## config.mk

```make
export PLATFORM = sky130hd
export DESIGN_NAME = tc_capture_top
export DESIGN_NICKNAME = d
export VERILOG_FILES = /design/src/rtl/tc_pkg.sv /design/src/rtl/tc_edge_if.sv /design/src/rtl/tc_edge_filter.sv /design/src/rtl/tc_capture_top.sv
export SDC_FILE = /design/constraint.sdc
export NUM_CORES = 1
export LEC_CHECK = 0
export ABC_AREA = 1
export BUFFER_PORTS_ARGS = -buffer_cell sky130_fd_sc_hd__buf_2
export CAP_MARGIN = 25
export CORE_ASPECT_RATIO = 1.5
export CORE_MARGIN = 8
export CORE_UTILIZATION = 55
export CTS_CLUSTER_DIAMETER = 150
export CTS_CLUSTER_SIZE = 40
export DETAILED_ROUTE_END_ITERATION = 12
export GPL_ROUTABILITY_DRIVEN = 0
export PLACE_DENSITY = 0.92
export SYNTH_ARGS = -nofsm -noshare
export SYNTH_HDL_FRONTEND = slang
export SYNTH_SLANG_ARGS = --single-unit
export TNS_END_PERCENT = 20
```

## constraint.sdc

```tcl
create_clock -name i_ref_clk -period 3.3 [get_ports i_ref_clk]
set_clock_uncertainty 0.15 [all_clocks]
set_input_delay 0.33 -clock i_ref_clk [delete_from_list [all_inputs] [get_ports i_ref_clk]]
set_output_delay 0.33 -clock i_ref_clk [all_outputs]
set_load 0.01 [all_outputs]
```

## src/rtl/tc_pkg.sv

```systemverilog
// constants shared by the capture/compare and output-level block
// assumes a single reference clock and a count-clock enable pulse
package tc_pkg;
   localparam int         CNT_W          = 16;
   // operating mode codes
   localparam logic [1:0] MODE_STOP      = 2'h0;
   localparam logic [1:0] MODE_FREE      = 2'h1;
   localparam logic [1:0] MODE_CLR_EDGE  = 2'h2;
   localparam logic [1:0] MODE_CLR_MATCH = 2'h3;
   // {output_level_set, output_level_reset}
   localparam logic [1:0] LVL_KEEP       = 2'h0;
   localparam logic [1:0] LVL_LOW        = 2'h1;
   localparam logic [1:0] LVL_HIGH       = 2'h2;
   // valid-edge selection
   localparam logic [1:0] EDGE_FALL      = 2'h0;
   localparam logic [1:0] EDGE_RISE      = 2'h1;
   localparam logic [1:0] EDGE_NONE      = 2'h2;
   localparam logic [1:0] EDGE_BOTH      = 2'h3;
   // reset values
   localparam logic       OUT_RST        = 1'b0;
   localparam logic       LEVEL_RST      = 1'b0;
endpackage

```

## src/rtl/tc_edge_if.sv

```systemverilog
// edge-filter hookup between the top and its input filters
// assumes both ends share i_ref_clk
interface tc_edge_if;
   logic       sample_en;
   logic       pin;
   logic [1:0] edge_sel;
   logic       valid_edge;
   logic       reverse_edge;
   modport filt (input sample_en, pin, edge_sel, output valid_edge, reverse_edge);
   modport user (output sample_en, pin, edge_sel, input valid_edge, reverse_edge);
endinterface

```

## src/rtl/tc_edge_filter.sv

```systemverilog
// noise filter and edge classifier for one capture input
// assumes pin is already synchronised and sample_en is the count tick
module tc_edge_filter (
   input  wire logic i_ref_clk,
   input  wire logic i_reset_n,
   tc_edge_if.filt   eif
);
   import tc_pkg::*;

   logic prev_sample;
   logic level;
   logic valid_q;
   logic rev_q;
   logic next_prev_sample;
   logic next_level;
   logic next_valid_q;
   logic next_rev_q;
   logic rise;
   logic fall;

   function automatic logic edge_hit(input logic [1:0] sel, input logic r, input logic f);
      case (sel)
         EDGE_FALL: edge_hit = f;
         EDGE_RISE: edge_hit = r;
         EDGE_BOTH: edge_hit = r | f;
         default:   edge_hit = 1'b0;
      endcase
   endfunction

   always_comb begin
      next_prev_sample = prev_sample;
      next_level       = level;
      rise             = 1'b0;
      fall             = 1'b0;
      if (eif.sample_en) begin
         next_prev_sample = eif.pin;
         // two equal samples in a row needed before the level moves
         if (eif.pin == prev_sample && eif.pin != level) begin
            next_level = eif.pin;
            rise       = eif.pin;
            fall       = ~eif.pin;
         end
      end
      next_valid_q = edge_hit(eif.edge_sel, rise, fall);
      next_rev_q   = (eif.edge_sel == EDGE_RISE || eif.edge_sel == EDGE_FALL) ?
                     edge_hit(eif.edge_sel, fall, rise) : 1'b0;
   end

   always_ff @(posedge i_ref_clk) begin
      if (!i_reset_n) begin
         prev_sample <= LEVEL_RST;
         level       <= LEVEL_RST;
         valid_q     <= 1'b0;
         rev_q       <= 1'b0;
      end else begin
         prev_sample <= next_prev_sample;
         level       <= next_level;
         valid_q     <= next_valid_q;
         rev_q       <= next_rev_q;
      end
   end

   assign eif.valid_edge   = valid_q;
   assign eif.reverse_edge = rev_q;
endmodule

```

## src/rtl/tc_capture_top.sv

```systemverilog
// capture/compare registers, counter and timer output level control
// assumes i_count_en is a one-cycle count tick on i_ref_clk and pins are asynchronous
// How it works
// register A loads the counter on its selected trigger, input B or reverse edge of A.
// register B loads the counter on a valid edge of input A only.
// a reverse-edge capture into register A raises no interrupt A.
// software leaves compare values alone while running, except the register B duty change.
// software lowers B after a B match, raises it after an A match.
// software masks, disables B inversion, writes, waits a tick, re-enables, clears, unmasks.
// level code 00 keeps, 01 drives low, 10 drives high; 11 never written.
// software touches level bits only while the counter is stopped.
// after a forced high, code 00 keeps the output high.
// modes 01, 10, 11 start counting; output starts from the preset level.
// while running with output enabled, each interrupt A inverts the output.
// edge-clear mode with input B detection: software keeps output control at zero.
// pattern output needs zero <= B value < A value <= all ones.
// one-shot output never uses equal values in A and B.
// pulse width measurement: software keeps output control at zero.
// first match after start may come up to one count tick late.
// match-clear mode: software programs both registers nonzero.
// capture proceeds during a read; interrupts only for valid edges.
// software reads a capture register only after its capture interrupt.
// register contents after the counter stops are not to be relied on.
// mode 00 stopped, 01 free running, 10 clear and start on input A edge.
// edge-clear mode: valid A edge captures into B and clears; reverse into A.
// capture on the count tick, interrupt raised on the following tick.
// an edge counts only after two equal consecutive samples.
module tc_capture_top #(
   parameter int WIDTH = tc_pkg::CNT_W
) (
   input  wire logic             i_ref_clk,
   input  wire logic             i_reset_n,
   input  wire logic             i_count_en,
   input  wire logic [1:0]       i_mode,
   input  wire logic             i_capture_in_a,
   input  wire logic             i_capture_in_b,
   input  wire logic [1:0]       i_edge_sel_a,
   input  wire logic [1:0]       i_edge_sel_b,
   input  wire logic             i_reg_a_capture,
   input  wire logic             i_reg_a_rev_trig,
   input  wire logic             i_reg_b_capture,
   input  wire logic             i_wr_reg_a,
   input  wire logic             i_wr_reg_b,
   input  wire logic [WIDTH-1:0] i_wr_data,
   input  wire logic             i_output_level_set,
   input  wire logic             i_output_level_reset,
   input  wire logic             i_output_enable,
   input  wire logic             i_match_b_invert_enable,
   input  wire logic             i_overflow_clear,
   output logic [WIDTH-1:0]      o_timer_counter_value,
   output logic [WIDTH-1:0]      o_capture_compare_reg_a,
   output logic [WIDTH-1:0]      o_capture_compare_reg_b,
   output logic                  o_match_capture_irq_a,
   output logic                  o_match_capture_irq_b,
   output logic                  o_timer_output_pin,
   output logic                  o_overflow_flag
);
   import tc_pkg::*;

   if (WIDTH < 2 || WIDTH > 32) begin : g_width_check
      $error("tc_capture_top: WIDTH must be 2 to 32");
   end

   tc_edge_if eif_a ();
   tc_edge_if eif_b ();

   logic [1:0]       sync_a;
   logic [1:0]       sync_b;
   logic [WIDTH-1:0] counter;
   logic [WIDTH-1:0] reg_a;
   logic [WIDTH-1:0] reg_b;
   logic             pend_a;
   logic             pend_b;
   logic             irq_a;
   logic             irq_b;
   logic             timer_out;
   logic             overflow;

   logic [WIDTH-1:0] next_counter;
   logic [WIDTH-1:0] next_reg_a;
   logic [WIDTH-1:0] next_reg_b;
   logic             next_pend_a;
   logic             next_pend_b;
   logic             next_irq_a;
   logic             next_irq_b;
   logic             next_timer_out;
   logic             next_overflow;

   logic             running;
   logic             tick;
   logic             match_a;
   logic             match_b;
   logic             cap_a;
   logic             cap_b;
   logic             cap_irq_a;
   logic             toggle_b;
   logic [1:0]       level_code;

   // pin synchronisers
   always_ff @(posedge i_ref_clk) begin
      if (!i_reset_n) begin
         sync_a <= 2'h0;
         sync_b <= 2'h0;
      end else begin
         sync_a <= {sync_a[0], i_capture_in_a};
         sync_b <= {sync_b[0], i_capture_in_b};
      end
   end

   assign running = (i_mode != MODE_STOP);
   assign tick    = i_count_en & running;

   // inputs are ignored while stopped; filter level is kept across stops
   assign eif_a.sample_en = tick;
   assign eif_a.pin       = sync_a[1];
   assign eif_a.edge_sel  = i_edge_sel_a;
   assign eif_b.sample_en = tick;
   assign eif_b.pin       = sync_b[1];
   assign eif_b.edge_sel  = i_edge_sel_b;

   tc_edge_filter u_filt_a (
      .i_ref_clk (i_ref_clk),
      .i_reset_n (i_reset_n),
      .eif       (eif_a)
   );

   tc_edge_filter u_filt_b (
      .i_ref_clk (i_ref_clk),
      .i_reset_n (i_reset_n),
      .eif       (eif_b)
   );

   assign level_code = {i_output_level_set, i_output_level_reset};

   always_comb begin
      // compares only on the tick, so start phase adds up to one tick
      match_a   = tick & ~i_reg_a_capture & (counter == reg_a);
      match_b   = tick & ~i_reg_b_capture & (counter == reg_b);
      cap_a     = running & i_reg_a_capture &
                  (i_reg_a_rev_trig ? eif_a.reverse_edge : eif_b.valid_edge);
      // valid B edges still interrupt in reverse-trigger setup; reverse A edges never do
      cap_irq_a = running & i_reg_a_capture & eif_b.valid_edge;
      cap_b     = running & i_reg_b_capture & eif_a.valid_edge;
      toggle_b  = match_b & i_match_b_invert_enable;

      // capture value is latched now, interrupt waits for the next tick
      next_pend_a = (pend_a & ~tick) | cap_irq_a;
      next_pend_b = (pend_b & ~tick) | cap_b;
      next_irq_a  = (pend_a & tick) | match_a;
      next_irq_b  = (pend_b & tick) | match_b;

      // capture wins over a software write in the same cycle; read never blocks it
      next_reg_a = reg_a;
      if (cap_a) begin
         next_reg_a = counter;
      end else if (i_wr_reg_a) begin
         next_reg_a = i_wr_data;
      end
      next_reg_b = reg_b;
      if (cap_b) begin
         next_reg_b = counter;
      end else if (i_wr_reg_b) begin
         next_reg_b = i_wr_data;
      end

      next_counter  = counter;
      next_overflow = overflow & ~i_overflow_clear;
      if (!running) begin
         next_counter = '0;
      end else if (i_mode == MODE_CLR_EDGE && eif_a.valid_edge) begin
         next_counter = '0;
      end else if (tick) begin
         if (counter == '1) begin
            next_overflow = 1'b1;
         end
         if (i_mode == MODE_CLR_MATCH && counter == reg_a) begin
            next_counter = '0;
         end else begin
            next_counter = WIDTH'(counter + 1'b1);
         end
      end

      next_timer_out = timer_out;
      if (!running) begin
         unique case (level_code)
            LVL_HIGH: next_timer_out = 1'b1;
            LVL_LOW:  next_timer_out = 1'b0;
            default:  next_timer_out = timer_out;
         endcase
      end else if (i_output_enable) begin
         // starts from the preset level held while stopped
         next_timer_out = timer_out ^ next_irq_a ^ toggle_b;
      end
   end

   always_ff @(posedge i_ref_clk) begin
      if (!i_reset_n) begin
         counter   <= '0;
         reg_a     <= '0;
         reg_b     <= '0;
         pend_a    <= 1'b0;
         pend_b    <= 1'b0;
         irq_a     <= 1'b0;
         irq_b     <= 1'b0;
         timer_out <= OUT_RST;
         overflow  <= 1'b0;
      end else begin
         counter   <= next_counter;
         reg_a     <= next_reg_a;
         reg_b     <= next_reg_b;
         pend_a    <= next_pend_a;
         pend_b    <= next_pend_b;
         irq_a     <= next_irq_a;
         irq_b     <= next_irq_b;
         timer_out <= next_timer_out;
         overflow  <= next_overflow;
      end
   end

   // capture/compare registers are not cleared on stop; their value then is not meaningful
   assign o_timer_counter_value   = counter;
   assign o_capture_compare_reg_a = reg_a;
   assign o_capture_compare_reg_b = reg_b;
   assign o_match_capture_irq_a   = irq_a;
   assign o_match_capture_irq_b   = irq_b;
   assign o_timer_output_pin      = timer_out;
   assign o_overflow_flag         = overflow;
endmodule

```

# Word level (Yosys, flattened, before mapping)

Index checks and enable logic that the tools add are counted.

Bits in registers: 65
Input port bits: 37
Output and inout bits: 52
Logic and storage cells: 107

$add $sub $neg: 1
Eq/ne operators: 16
Mux-type cells: 24
Bitwise operators: 32
Reduce and logical (&&, ||, !) cells: 16

Operators by type and width:

| operator                                      | number |
|---|---|
| 2-to-1 mux 16 bit                             | 5 |
| == test 16 bit                                | 2 |
| adder 16 x 1 -> 16 bit, second input constant | 1 |
| AND 1 bit                                     | 16 |
| == test 16 bit, second input constant         | 1 |
| 2-to-1 mux 1 bit                              | 15 |
| == test 2 bit, second input constant          | 5 |
| one-hot mux 1 bit (3 select lines)            | 3 |
| NOT 1 bit                                     | 8 |
| AND reduction 2 bit                           | 4 |
| == test 2 x 1 -> 1 bit, second input constant | 3 |
| OR 1 bit                                      | 6 |
| nonzero test 2 bit                            | 3 |
| logical AND 1 bit                             | 4 |
| zero test 2 bit                               | 2 |
| nonzero test 3 bit                            | 1 |
| OR reduction 3 bit                            | 1 |
| == test 1 bit                                 | 2 |
| != test 1 bit                                 | 2 |
| != test 2 bit, second input constant          | 1 |
| one-hot mux 1 bit (2 select lines)            | 1 |
| XOR 1 bit                                     | 2 |
| logical OR 1 bit                              | 1 |

# Depth between registers and ports, before layout

Gate-level depths: netlist of the first run.

Word-level depth: 9
Gate-level depth with buffers: 15
Mapped depth without buffers: 14

# Modules after synthesis

Synthesis of the first run repeated with hierarchy kept, for this count alone.

Cells, all modules: 574
Area total of the unflattened synthesis: 3,702.3 µm²

By module, submodules not included:

| module         | instances | cells each | area each (µm²) | sequential area each (µm²) |
|---|---|---|---|---|
| tc_capture_top | 1         | 518        | 3,321.9         | 1,161.1 |
| tc_edge_filter | 2         | 28         | 190.2           | 80.1 |

# Least setup slack after synthesis of the first run

Ideal clock, no wire load.

Path kind: register to register
Start point: register counter[0], in the netlist o_timer_counter_value[0]
End point: register counter[13], in the netlist o_timer_counter_value[13]
Setup time: 0.115 ns
Arrival: 1.451 ns
Required time: 3.035 ns
Path slack: 1.584 ns
Stages on the path, launching flop included: 11
Buffers on the path: 1
Clock period less this slack: 1.716 ns
Cell sequence: dfxtp_1 -> buf_2 -> nand3_1 -> nor2_4 -> nand3_2 -> nor2_2 -> nand2_2 -> nor2_4 -> nand2_1 -> xor2_1 -> nor2_2

Longest elaborated chain between the ends: 3
Elaborated cells on any way between the ends: 4
Those cells by class: add/sub (1); eq/ne (1); mux (1); reduce/logical (1)

Ends and longest elaborated chain:

| element                                                                        | line                  | text |
|---|---|---|
| from (decl)                                                                    | tc_capture_top.sv:69  | `logic [WIDTH-1:0] counter;` |
| from (signal assigned)                                                         | tc_capture_top.sv:208 | `counter <= next_counter;` |
| parallel branches: the longest is 2 deep, another holds adder 16 x 1 -> 16 bit | n/a                   |  |
| 2-to-1 mux 16 bit *                                                            | tc_capture_top.sv:176 | `if (i_mode == MODE_CLR_MATCH && counter == reg_a) begin` |

Every way passes the cells marked *.
A chain may end at the register's enable or synchronous reset.

# Worst setup path after layout of the first run

Start point: register counter[9], in the netlist o_timer_counter_value[9]
End point: register counter[11], in the netlist o_timer_counter_value[11]

Same word-level chain as after synthesis.

==> results of run 1 <==
## power by group through the flow
stage	Sequential, mW	Clock [mW]	Combinational, mW
finish	0.844	0.832	0.230
global route	0.847	0.872	0.255
CTS	0.843	0.835	0.230
detailed placement	0.861	0	0.227
global placement	0.860	0	0.220
floorplan	0.865	0	0.134
## critical path: stages, from the launching register on
cell	delay, ps
dfxtp_1	490
xor2_1	110
nor2_1	150
nand2_1	70
nor2_1	190
nand4_1	200
o21ai_2	520
inv_1	160
nand2_1	90
a21oi_1	40
## cell type report
type	count	area (µm²)	area share, %
tap	76	95.1	2.27
timing repair buffer	91	463	11.1
inverter	59	221	5.29
multi-input combinational	360	1860	44.4
sequential	65	1300	31.1
clock buffer	11	141	3.38
clock inverter	5	103	2.45
## sequential cells by signal (all words and copies together), names as in the netlist
signal,count
o_capture_compare_reg_a,16
o_capture_compare_reg_b,16
o_match_capture_irq_a,1
o_match_capture_irq_b,1
o_overflow_flag,1
o_timer_counter_value,16
o_timer_output_pin,1
pend_a,1
pend_b,1
sync_a,2
sync_b,2
u_filt_a.eif.reverse_edge,1
u_filt_a.eif.valid_edge,1
u_filt_a.level,1
u_filt_a.prev_sample,1
u_filt_b.eif.valid_edge,1
u_filt_b.level,1
u_filt_b.prev_sample,1
## per-stage QoR
step | hold slack [ps] | worst slack (ps)
after floorplan | 240 | 1580
after global placement | 250 | 1120
after detailed placement | 259 | 1020
after CTS | 8.91 | 1020
after global routing | 16.1 | 776
final | 12.7 | 1010
## final timing paths
| path | from | end | slack [ps] | depth (start not counted) |
|---|---|---|---|---|
| max | o_timer_counter_value[9] | o_timer_counter_value[11] | 1010 | 9 |
| min | i_capture_in_a | sync_a[0] | 10 | 3 |
| max reg2reg | o_timer_counter_value[9] | o_timer_counter_value[11] | 1010 | 9 |
| min reg2reg | sync_a[0] | sync_a[1] | 270 | 2 |
## synthesized netlist by cell type (2+ instances only)
library cell and count:
nor3b_1 2, nand3_1 14, buf_2 10, nand2_1 124, nand4_1 5, a311oi_1 19
nor2_1 89, nand2_2 3, a21oi_1 25, nor2_2 5, xnor2_1 7, nor4_1 2
dfxtp_1 65, inv_1 52, a211oi_1 16, buf_4 3, o21ai_0 6, clkbuf_1 15
xor2_1 15, buf_6 2, nor2_4 5, inv_2 6, nor3_1 8
## routing by layer
layer  wire length, µm  track usage [%]
met1              3730             22.4
met2              5260             39.2
met3               728             5.58
met4               469             13.5
met5                 0                0
## kinds of logic (layout without fill, tap and decap cells)
| kind of cell | count (synthesis) | in the layout |
|---|---|---|
| and+or+nand+nor | 261 | 261 |
| buffers and inverters | 90 | 166 |
| AOI/OAI and AO/OA | 75 | 75 |
| DFF | 65 | 65 |
| xor gates and xnor gates | 22 | 22 |
| adders and majority gates | 1 | 1 |
| muxes | 1 | 1 |
==> results.cfg, run 1 <==
[power]
leakagePower_nw = 2.03
switchingPower_mw = 0.483
powerDensity_nw_per_um2 = 456
p_sw_share_pct = 25.3
power.share.clock_pct = 43.7
p_int_mw = 1.42
seqPwrFrac_pct = 44.3
combPwrFrac_pct = 12.1
totalPowerFinal_mw = 1.91
ir_drop_mv = 0.390

[worst_setup_path]
crit_fanout = 12
critPathRequiredTime_ps = 3380
worst-setup-path-type = reg -> reg
cp-start-kind = register
crit_arrival_ps = 2380
critPathCaptureType = register

[synthesis]
async_flop_share_pct = 0
synth_top_family_by_area = simple AND/OR/NAND/NOR gates
synthAdderAreaFrac_pct = 0.354
yosysTopAreaCell = dfxtp_1
synth.area.mux_share_pct = 0.318
synth_area_per_cell_um2 = 6.87
ys.flop_type = dfxtp_1
netlist_area_um2 = 3540
synth_compound_area_share_pct = 14.7
synth_edf_count = 0
yosys_warnings = 0
synth_fp_nets = 553
syn-instance-count = 515
synth_xor_area_share_pct = 5.45
ys_types = 40
ys_ff_latch = 65
yosysSeqAreaShare_pct = 36.8
yosys.area_share.simple_pct = 31.7
yosys-top-cells-area = dfxtp_1 (37%), nand2_1 (13%), nor2_1 (9.4%), inv_1 (5.5%), a311oi_1 (4.7%)
synth_top_area_share_pct = 36.8

[floorplan]
initial_core_util_pct = 55.7
dieArea_um2 = 9310
io_pins = 89
die_x_um = 81.5
rows = 36
core-area_um2 = 6350
die_h_um = 114

[clock_tree]
cts_tree = done
postCtsHoldBufs = 0
insertion_delay_ps = 350
cts_made_buffers = 9
cts_setup_buffers = 0
cts.clk_slew.worst_paths_ps = 70
cts-resized-gates = 0
h-tree-depth = 3
clock_path_buffers = 2
root_buffer = clkbuf_8
cts.sinks = 65

[global_routing]
grt_pass1_vias = 3719
grt_usage_pct = 22.3
grt_max_degree = 33
grt_pass1_wl_mm = 16.4
antenna_found_initial = 0
gr-total-overflow = 0

[sta]
slew_headroom_pct = 53.3
period_needed_ps = 2290
tns_ps = 0
worst_pin_slew_ps = 698
hold_viol_final = 0
finalCritPeriodShare_pct = 69.4
rsz0062_at_grt = false
fmax_mhz = 436
drv_slew = 0
setup_viol = 0

[drt]
wire_per_inst_um = 15.3
routed_wirelength_mm = 10.2
final_antenna_net_count = 0
vias_per_cell = 5.61
dr.pass1.iters = 5
drt_iter0_drc = 277
via_count = 3744
drc_errors = 0

[final_layout]
stdcell_area_um2 = 4180
mostFrequentLayoutCells = nand2_1 (124), nor2_1 (89), buf_2 (88)
final_common_cell = nand2_1
area_growth_pct = 18.3
stdcell_count = 667
nets = 624
final_util_pct = 65.9
drive_gt1_share_pct = 22.7
n_antenna_cell = 0
fill_cells = 520

[flow_run]
maxCapViolCount = 0

[placed_design]
placed_cells = 651
postPlaceCellArea_um2 = 3940
hpwl_mm = 7.65
io_buffers = 88

[run_status]
outcome = finished clean

[min_path]
hold_path_class = in -> reg
(Power assumes the default switching activity.)
==> run 2: changes to the inputs <==
--- a/config.mk
+++ b/config.mk
@@ -5,17 +5,17 @@
 export SDC_FILE = /design/constraint.sdc
 export NUM_CORES = 1
 export LEC_CHECK = 0
-export ABC_AREA = 1
+export ABC_AREA = 0
 export BUFFER_PORTS_ARGS = -buffer_cell sky130_fd_sc_hd__buf_2
 export CAP_MARGIN = 25
 export CORE_ASPECT_RATIO = 1.5
 export CORE_MARGIN = 8
-export CORE_UTILIZATION = 55
+export CORE_UTILIZATION = 47
 export CTS_CLUSTER_DIAMETER = 150
 export CTS_CLUSTER_SIZE = 40
 export DETAILED_ROUTE_END_ITERATION = 12
 export GPL_ROUTABILITY_DRIVEN = 0
-export PLACE_DENSITY = 0.92
+export PLACE_DENSITY = 0.86
 export SYNTH_ARGS = -nofsm -noshare
 export SYNTH_HDL_FRONTEND = slang
 export SYNTH_SLANG_ARGS = --single-unit
==> constraint.sdc (replaced) <==
create_clock -name i_ref_clk -period 2 [get_ports i_ref_clk]
set_clock_uncertainty 0.15 [all_clocks]
set_input_delay 0.2 -clock i_ref_clk [delete_from_list [all_inputs] [get_ports i_ref_clk]]
set_output_delay 0.2 -clock i_ref_clk [all_outputs]
set_load 0.01 [all_outputs]
==> run 2 against run 1 <==
Compared with the run above:
- worst hold slack gained 9.8 ps
- global-route usage down 2.0 points
- sequential power increased by 65%
- critical endpoint is now o_timer_output_pin
- maximum frequency up 10%
- synthesized cell count shrank 29%
- the run now ends with negative setup slack left
- register-to-register slack worse by 1100 ps
- sequential cell count stayed put
- final area rose by 2.5%
- wire length up 1.7%
- core utilization shrank 2.4 points
- worst setup slack got worse by 1100 ps
- synthesized area shrank 8.2%
==> results.cfg, run 2 <==
[synthesis]
synthAdderAreaFrac_pct = 0.693
synth_top_area_share_pct = 40.1
yosys_warnings = 0
synth_top_family_by_area = simple AND/OR/NAND/NOR gates
yosysSeqAreaShare_pct = 40.1
ys_types = 42
ys_ff_latch = 65
synth_fp_nets = 402
synth_xor_area_share_pct = 13.4
synth_compound_area_share_pct = 12.1
synth_area_per_cell_um2 = 8.92
async_flop_share_pct = 0
synth_commonest_cells = dfxtp_1 (65), nor2_1 (60), a211oi_1 (32), mux2i_1 (32)
yosys-top-cells-area = dfxtp_1 (40%), mux2i_1 (9.9%), a211oi_1 (7.4%), nor2_1 (6.9%), xnor2_1 (6.7%)
syn-instance-count = 364
netlist_area_um2 = 3250
yosys.area_share.simple_pct = 18.3
synth_edf_count = 0
synth.area.mux_share_pct = 10.2
ys.flop_type = dfxtp_1
yosysTopAreaCell = dfxtp_1
yosysMostFrequentCell = dfxtp_1

[floorplan]
die_h_um = 118
io_pins = 89
initial_core_util_pct = 48.1
core-area_um2 = 6760
die_x_um = 83.9
dieArea_um2 = 9880
rows = 37

[placed_design]
postPlaceCellArea_um2 = 3930
hpwl_mm = 7.62
io_buffers = 88

[power]
powerDensity_nw_per_um2 = 701
combPwrFrac_pct = 13.0
ir_drop_mv = 0.460
seqPwrFrac_pct = 46.3
p_int_mw = 2.26
leakagePower_nw = 2.03
totalPowerFinal_mw = 3.01
p_sw_share_pct = 24.7
switchingPower_mw = 0.744
power.share.clock_pct = 40.7

[final_layout]
mostFrequentLayoutCells = buf_2 (88), nor2_1 (58), dfxtp_1 (51)
final_common_cell = buf_2
nets = 509
area_growth_pct = 32.0
drive_gt1_share_pct = 35.8
multi_input_area_um2 = 1840
stdcell_area_um2 = 4290
fill_cells = 522
seq_area_um2 = 1320
n_antenna_cell = 0

[worst_setup_path]
cp-start-kind = register
crit_fanout = 2
critPathRequiredTime_ps = 2080
critPathCaptureType = register
ff2ff_path_depth = 6
rr_endpoint = o_timer_output_pin
worst-setup-path-type = reg -> reg
rrSetupSlack_ps = -80
r2r_start = o_capture_compare_reg_b[14]
crit_arrival_ps = 2160

[drt]
drt_iter0_drc = 220
final_antenna_net_count = 0
wire_per_inst_um = 18.7
routed_wirelength_mm = 10.4
via_count = 3151
drc_errors = 0
dr.pass1.iters = 4
vias_per_cell = 5.70

[clock_tree]
root_buffer = clkbuf_8
clock_path_buffers = 2
h-tree-depth = 3
cts.sinks = 65
insertion_delay_ps = 340
cts.clk_slew.worst_paths_ps = 70
cts_made_buffers = 9
cts_tree = done

[run_status]
outcome = complete, but fails checks
violations = negative setup slack

[sta]
setup_viol = 1
finalCritPeriodShare_pct = 104
worst_slack_ps = -79.4
tns_ps = -79.4
worst_pin_slew_ps = 564
slew_headroom_pct = 62.4
rsz0062_at_grt = true
period_needed_ps = 2080
hold_viol_final = 0
fmax_mhz = 481
drv_slew = 0

[min_path]
min_to = u_filt_a.eif.valid_edge
hold_path_class = in -> reg
min_from = i_edge_sel_a[0]
hold_path_depth = 3

[global_routing]
antenna_found_initial = 0
grt_max_degree = 34
grt_usage_pct = 20.3
grt_pass1_vias = 3310
grt_pass1_wl_mm = 16.4
gr-total-overflow = 0

[flow_run]
maxCapViolCount = 0
-- run 2: layer usage --
| layer | global-route usage, % | share of wire (%) | vias up |
|---|---|---|---|
| met2 | 36.3 | 52 | 154 |
| met3 | 5.96 | 7.4 | 51 |
| li1 | - | - | 1468 |
| met1 | 19.2 | 35 | 1478 |
| met4 | 13.8 | 5.9 | 0 |
| met5 | 0 | 0 | - |
-- run 2: final cells by class --
cell class | count | share of cell area, %
clock buffers | 12 | 3.38
clock inverters | 3 | 1.52
inverters | 4 | 0.350
multi-input cells | 263 | 42.9
flip-flops and latches | 65 | 30.8
well taps | 78 | 2.28
repair buffers | 128 | 18.8
-- run 2: cell families (layout without fill, tap and decap cells) --
logic type	count (synthesis)	count (layout)
buffers and inverters	36	147
xor gates and xnor gates	48	48
DFF	65	65
and+or+nand+nor	125	125
AOI/OAI and AO/OA	55	55
adders and majority gates	2	2
muxes	33	33
-- run 2: worst max path at each step --
| stage | to | cells after the start | startpoint | slack, ps |
|---|---|---|---|---|
| floorplan | o_timer_output_pin | 7 | o_timer_counter_value[7] | -20 |
| global placement | o_timer_counter_value[7] | 8 | o_timer_counter_value[4] | -20 |
| detailed placement | o_timer_counter_value[15] | 8 | o_timer_counter_value[4] | -140 |
| CTS | o_timer_output_pin | 6 | o_timer_counter_value[7] | -70 |
| global route | o_timer_output_pin | 6 | o_timer_counter_value[14] | -120 |
| finish | o_timer_output_pin | 6 | o_capture_compare_reg_b[14] | -80 |
-- run 2: critical path, cell delays in order, from the launching register on --
cell	delay, ps
dfxtp_2	340
xnor2_2	170
nand4_1	160
or4b_4	510
or3_4	350
a211oi_2	220
nor3b_2	70
-- run 2: timing repair --
action | CTS | global route
hold buffers | 4 | 0
gates resized for setup | 7 | 16
endpoints found under the hold margin | 4 | 0
pin swaps | 0 | 4
endpoints found under the setup margin | 17 | 17
buffers inserted | 0 | 1
gates cloned | 0 | 1
-- run 2: power by group through the flow --
stage                     Sequential, mW  Clock [mW]  Combinational (mW)
final                               1.39        1.22               0.391
after global routing                1.39        1.30               0.418
after CTS                           1.39        1.23               0.374
after detailed placement            1.42           0               0.359
after global placement              1.42           0               0.352
after floorplan                     1.43           0               0.182
-- run 2: per-stage QoR --
stage | hold WS [ps] | util (%) | instances | setup WS (ps)
global placement | 254 | 58.1 | 532 | -22.0
floorplan | 129 | - | 364 | -23.4
global route | 16.4 | 63.5 | 553 | -119
detailed placement | 253 | 58.1 | 532 | -136
CTS | 16.4 | 62.2 | 551 | -72.3
finish | 22.5 | 63.5 | 553 | -79.4
==> run 3: changes to the inputs <==
==> constraint.sdc (replaced) <==
create_clock -name i_ref_clk -period 2 [get_ports i_ref_clk]
set_clock_uncertainty 0.15 [all_clocks]
set_input_delay 0 -clock i_ref_clk [delete_from_list [all_inputs] [get_ports i_ref_clk]]
set_output_delay 0 -clock i_ref_clk [all_outputs]
set_load 0.01 [all_outputs]
==> run 3 against run 2 <==
Compared with the run above:
- critical path type unchanged
- power fell by 2.7%
- clock power fell by 9%
- combinational power rose by 9.7%
- count of clock-buffer cells in the layout rose by 1
- critical endpoint unchanged
- critical path depth did not move
- final cell count rose by 5.1%
- the flow still finishes with violations (negative setup slack)
==> results.cfg, run 3 (synthesis gave the netlist of run 2 again) <==
[worst_setup_path]
crit_buf_inv = 0
critPathCaptureType = register
critPathRequiredTime_ps = 2080
cp-start-kind = register
crit_chain = xor2_1 > nor4_2 > nand3_1 > or3_4 > a211oi_2 > nor3b_2
cp-startpoint = o_capture_compare_reg_b[5]
crit_family = simple AND/OR/NAND/NOR gates
r2r_start = o_capture_compare_reg_b[5]
crit_fanout = 3
crit_cells = 6
worst-setup-path-type = reg -> reg
cp_slowest_cell = or3_4
rrSetupSlack_ps = -80
rr_endpoint = o_timer_output_pin
max_stage_delay_ps = 420
endpoint = o_timer_output_pin
crit_arrival_ps = 2160
ff2ff_path_depth = 6

[floorplan]
io_pins = 89
core-area_um2 = 6760
initial_core_util_pct = 48.1
dieArea_um2 = 9880
rows = 37
die_x_um = 83.9
die_h_um = 118

[placed_design]
io_buffers = 88
hpwl_mm = 7.59
postPlaceCellArea_um2 = 3890

[final_layout]
final_util_pct = 67.2
stdcell_area_um2 = 4540
mostFrequentLayoutCells = buf_2 (88), nor2_1 (60), dfxtp_1 (43)
n_antenna_cell = 0
drive_gt1_share_pct = 35.4
nets = 536
final_common_cell = buf_2
area_growth_pct = 39.8

[drt]
drc_errors = 0
vias_per_cell = 5.72
drt_iter0_drc = 287
via_count = 3325
final_antenna_net_count = 0
wire_per_inst_um = 18.8
routed_wirelength_mm = 10.9
dr.pass1.iters = 5

[clock_tree]
root_buffer = clkbuf_8
cts.clk_slew.worst_paths_ps = 70
cts.sinks = 65
cts_made_buffers = 9
clock_path_buffers = 2
cts_tree = done
insertion_delay_ps = 350
h-tree-depth = 3

[sta]
rsz0062_at_grt = true
hold_viol_final = 0
drv_slew = 0
finalCritPeriodShare_pct = 104
fmax_mhz = 482
setup_viol = 1
period_needed_ps = 2080
worst_pin_slew_ps = 576
worst_slack_ps = -76.6
slew_headroom_pct = 61.6

[global_routing]
grt_pass1_vias = 3381
antenna_found_initial = 0
grt_pass1_wl_mm = 16.5
grt_usage_pct = 20.7
grt_max_degree = 33
gr-total-overflow = 0

[power]
powerDensity_nw_per_um2 = 644
totalPowerFinal_mw = 2.92
leakagePower_nw = 2.14
ir_drop_mv = 0.452

[min_path]
hold_path_class = in -> reg

[flow_run]
maxCapViolCount = 0

[run_status]
outcome = complete, but fails checks
violations = negative setup slack
==> run 3: worst reg2reg max path, delay by kind of cell, from the launching register on <==
family	cells	cell delay (ps)
DFF	1	350
xor gates and xnor gates	1	190
and+or+nand+nor	4	1070
AOI/OAI and AO/OA	1	210
==> run 3: report_power, final <==
part / total (mW) / leakage [nW] / internal [mW] / switching [mW]
clock network: 1.11 / 0.0974 / 0.607 / 0.500
logic: 0.429 / 1.50 / 0.222 / 0.207
registers: 1.39 / 0.543 / 1.33 / 0.0532
==> run 3: stage by stage <==
stage,setup TNS [ps],hold slack (ps),cells,setup slack (ps)
after floorplan,-23.4,-70.7,364,-23.4
after global routing,-340,75.1,581,-284
after global placement,-26.9,54.1,531,-26.9
after CTS,-41.7,16.3,580,-41.7
final,-76.6,33.1,581,-76.6
after detailed placement,-108,63.3,531,-62.4
==> run 3: per-layer routing <==
layer | track usage [%] | vias up | routed length (µm)
met1 | 19.0 | 1567 | 3670
met4 | 15.1 | 0 | 739
met3 | 5.54 | 64 | 745
li1 | - | 1528 | -
met2 | 37.7 | 166 | 5780
met5 | 0 | - | 0
==> run 3: worst min-delay path by stage <==
stage                  startpoint                   endpoint  slack [ps]  cells past startpoint
3_3_place_gp      i_edge_sel_a[1]  u_filt_a.eif.reverse_edge          50                      2
5_1_grt                 i_mode[1]   o_timer_counter_value[0]          80                      4
6_report       i_output_level_set         o_timer_output_pin          30                      4
3_5_place_dp      i_edge_sel_a[1]  u_filt_a.eif.reverse_edge          60                      2
2_1_floorplan     i_edge_sel_a[1]  u_filt_a.eif.reverse_edge         -70                      1
4_1_cts                 i_mode[1]   o_timer_counter_value[0]          20                      4
==> run 3: cell type report <==
type / instances / area [µm²]
Multi-Input combinational cell: 263 / 1850
Sequential cell: 65 / 1350
Clock buffer: 13 / 149
Timing Repair Buffer: 155 / 1040
Clock inverter: 3 / 40.0
Fill cell: 494 / 2220
Inverter: 4 / 15.0
Tap cell: 78 / 97.6
==> run 3: repair_timing <==
| action | CTS | global route |
|---|---|---|
| hold buffers | 33 | 0 |
| pin swaps | 1 | 6 |
| setup buffers | 0 | 1 |
| setup endpoints to repair | 16 | 17 |
| gates resized for setup | 9 | 28 |
| hold endpoints to repair | 60 | 0 |
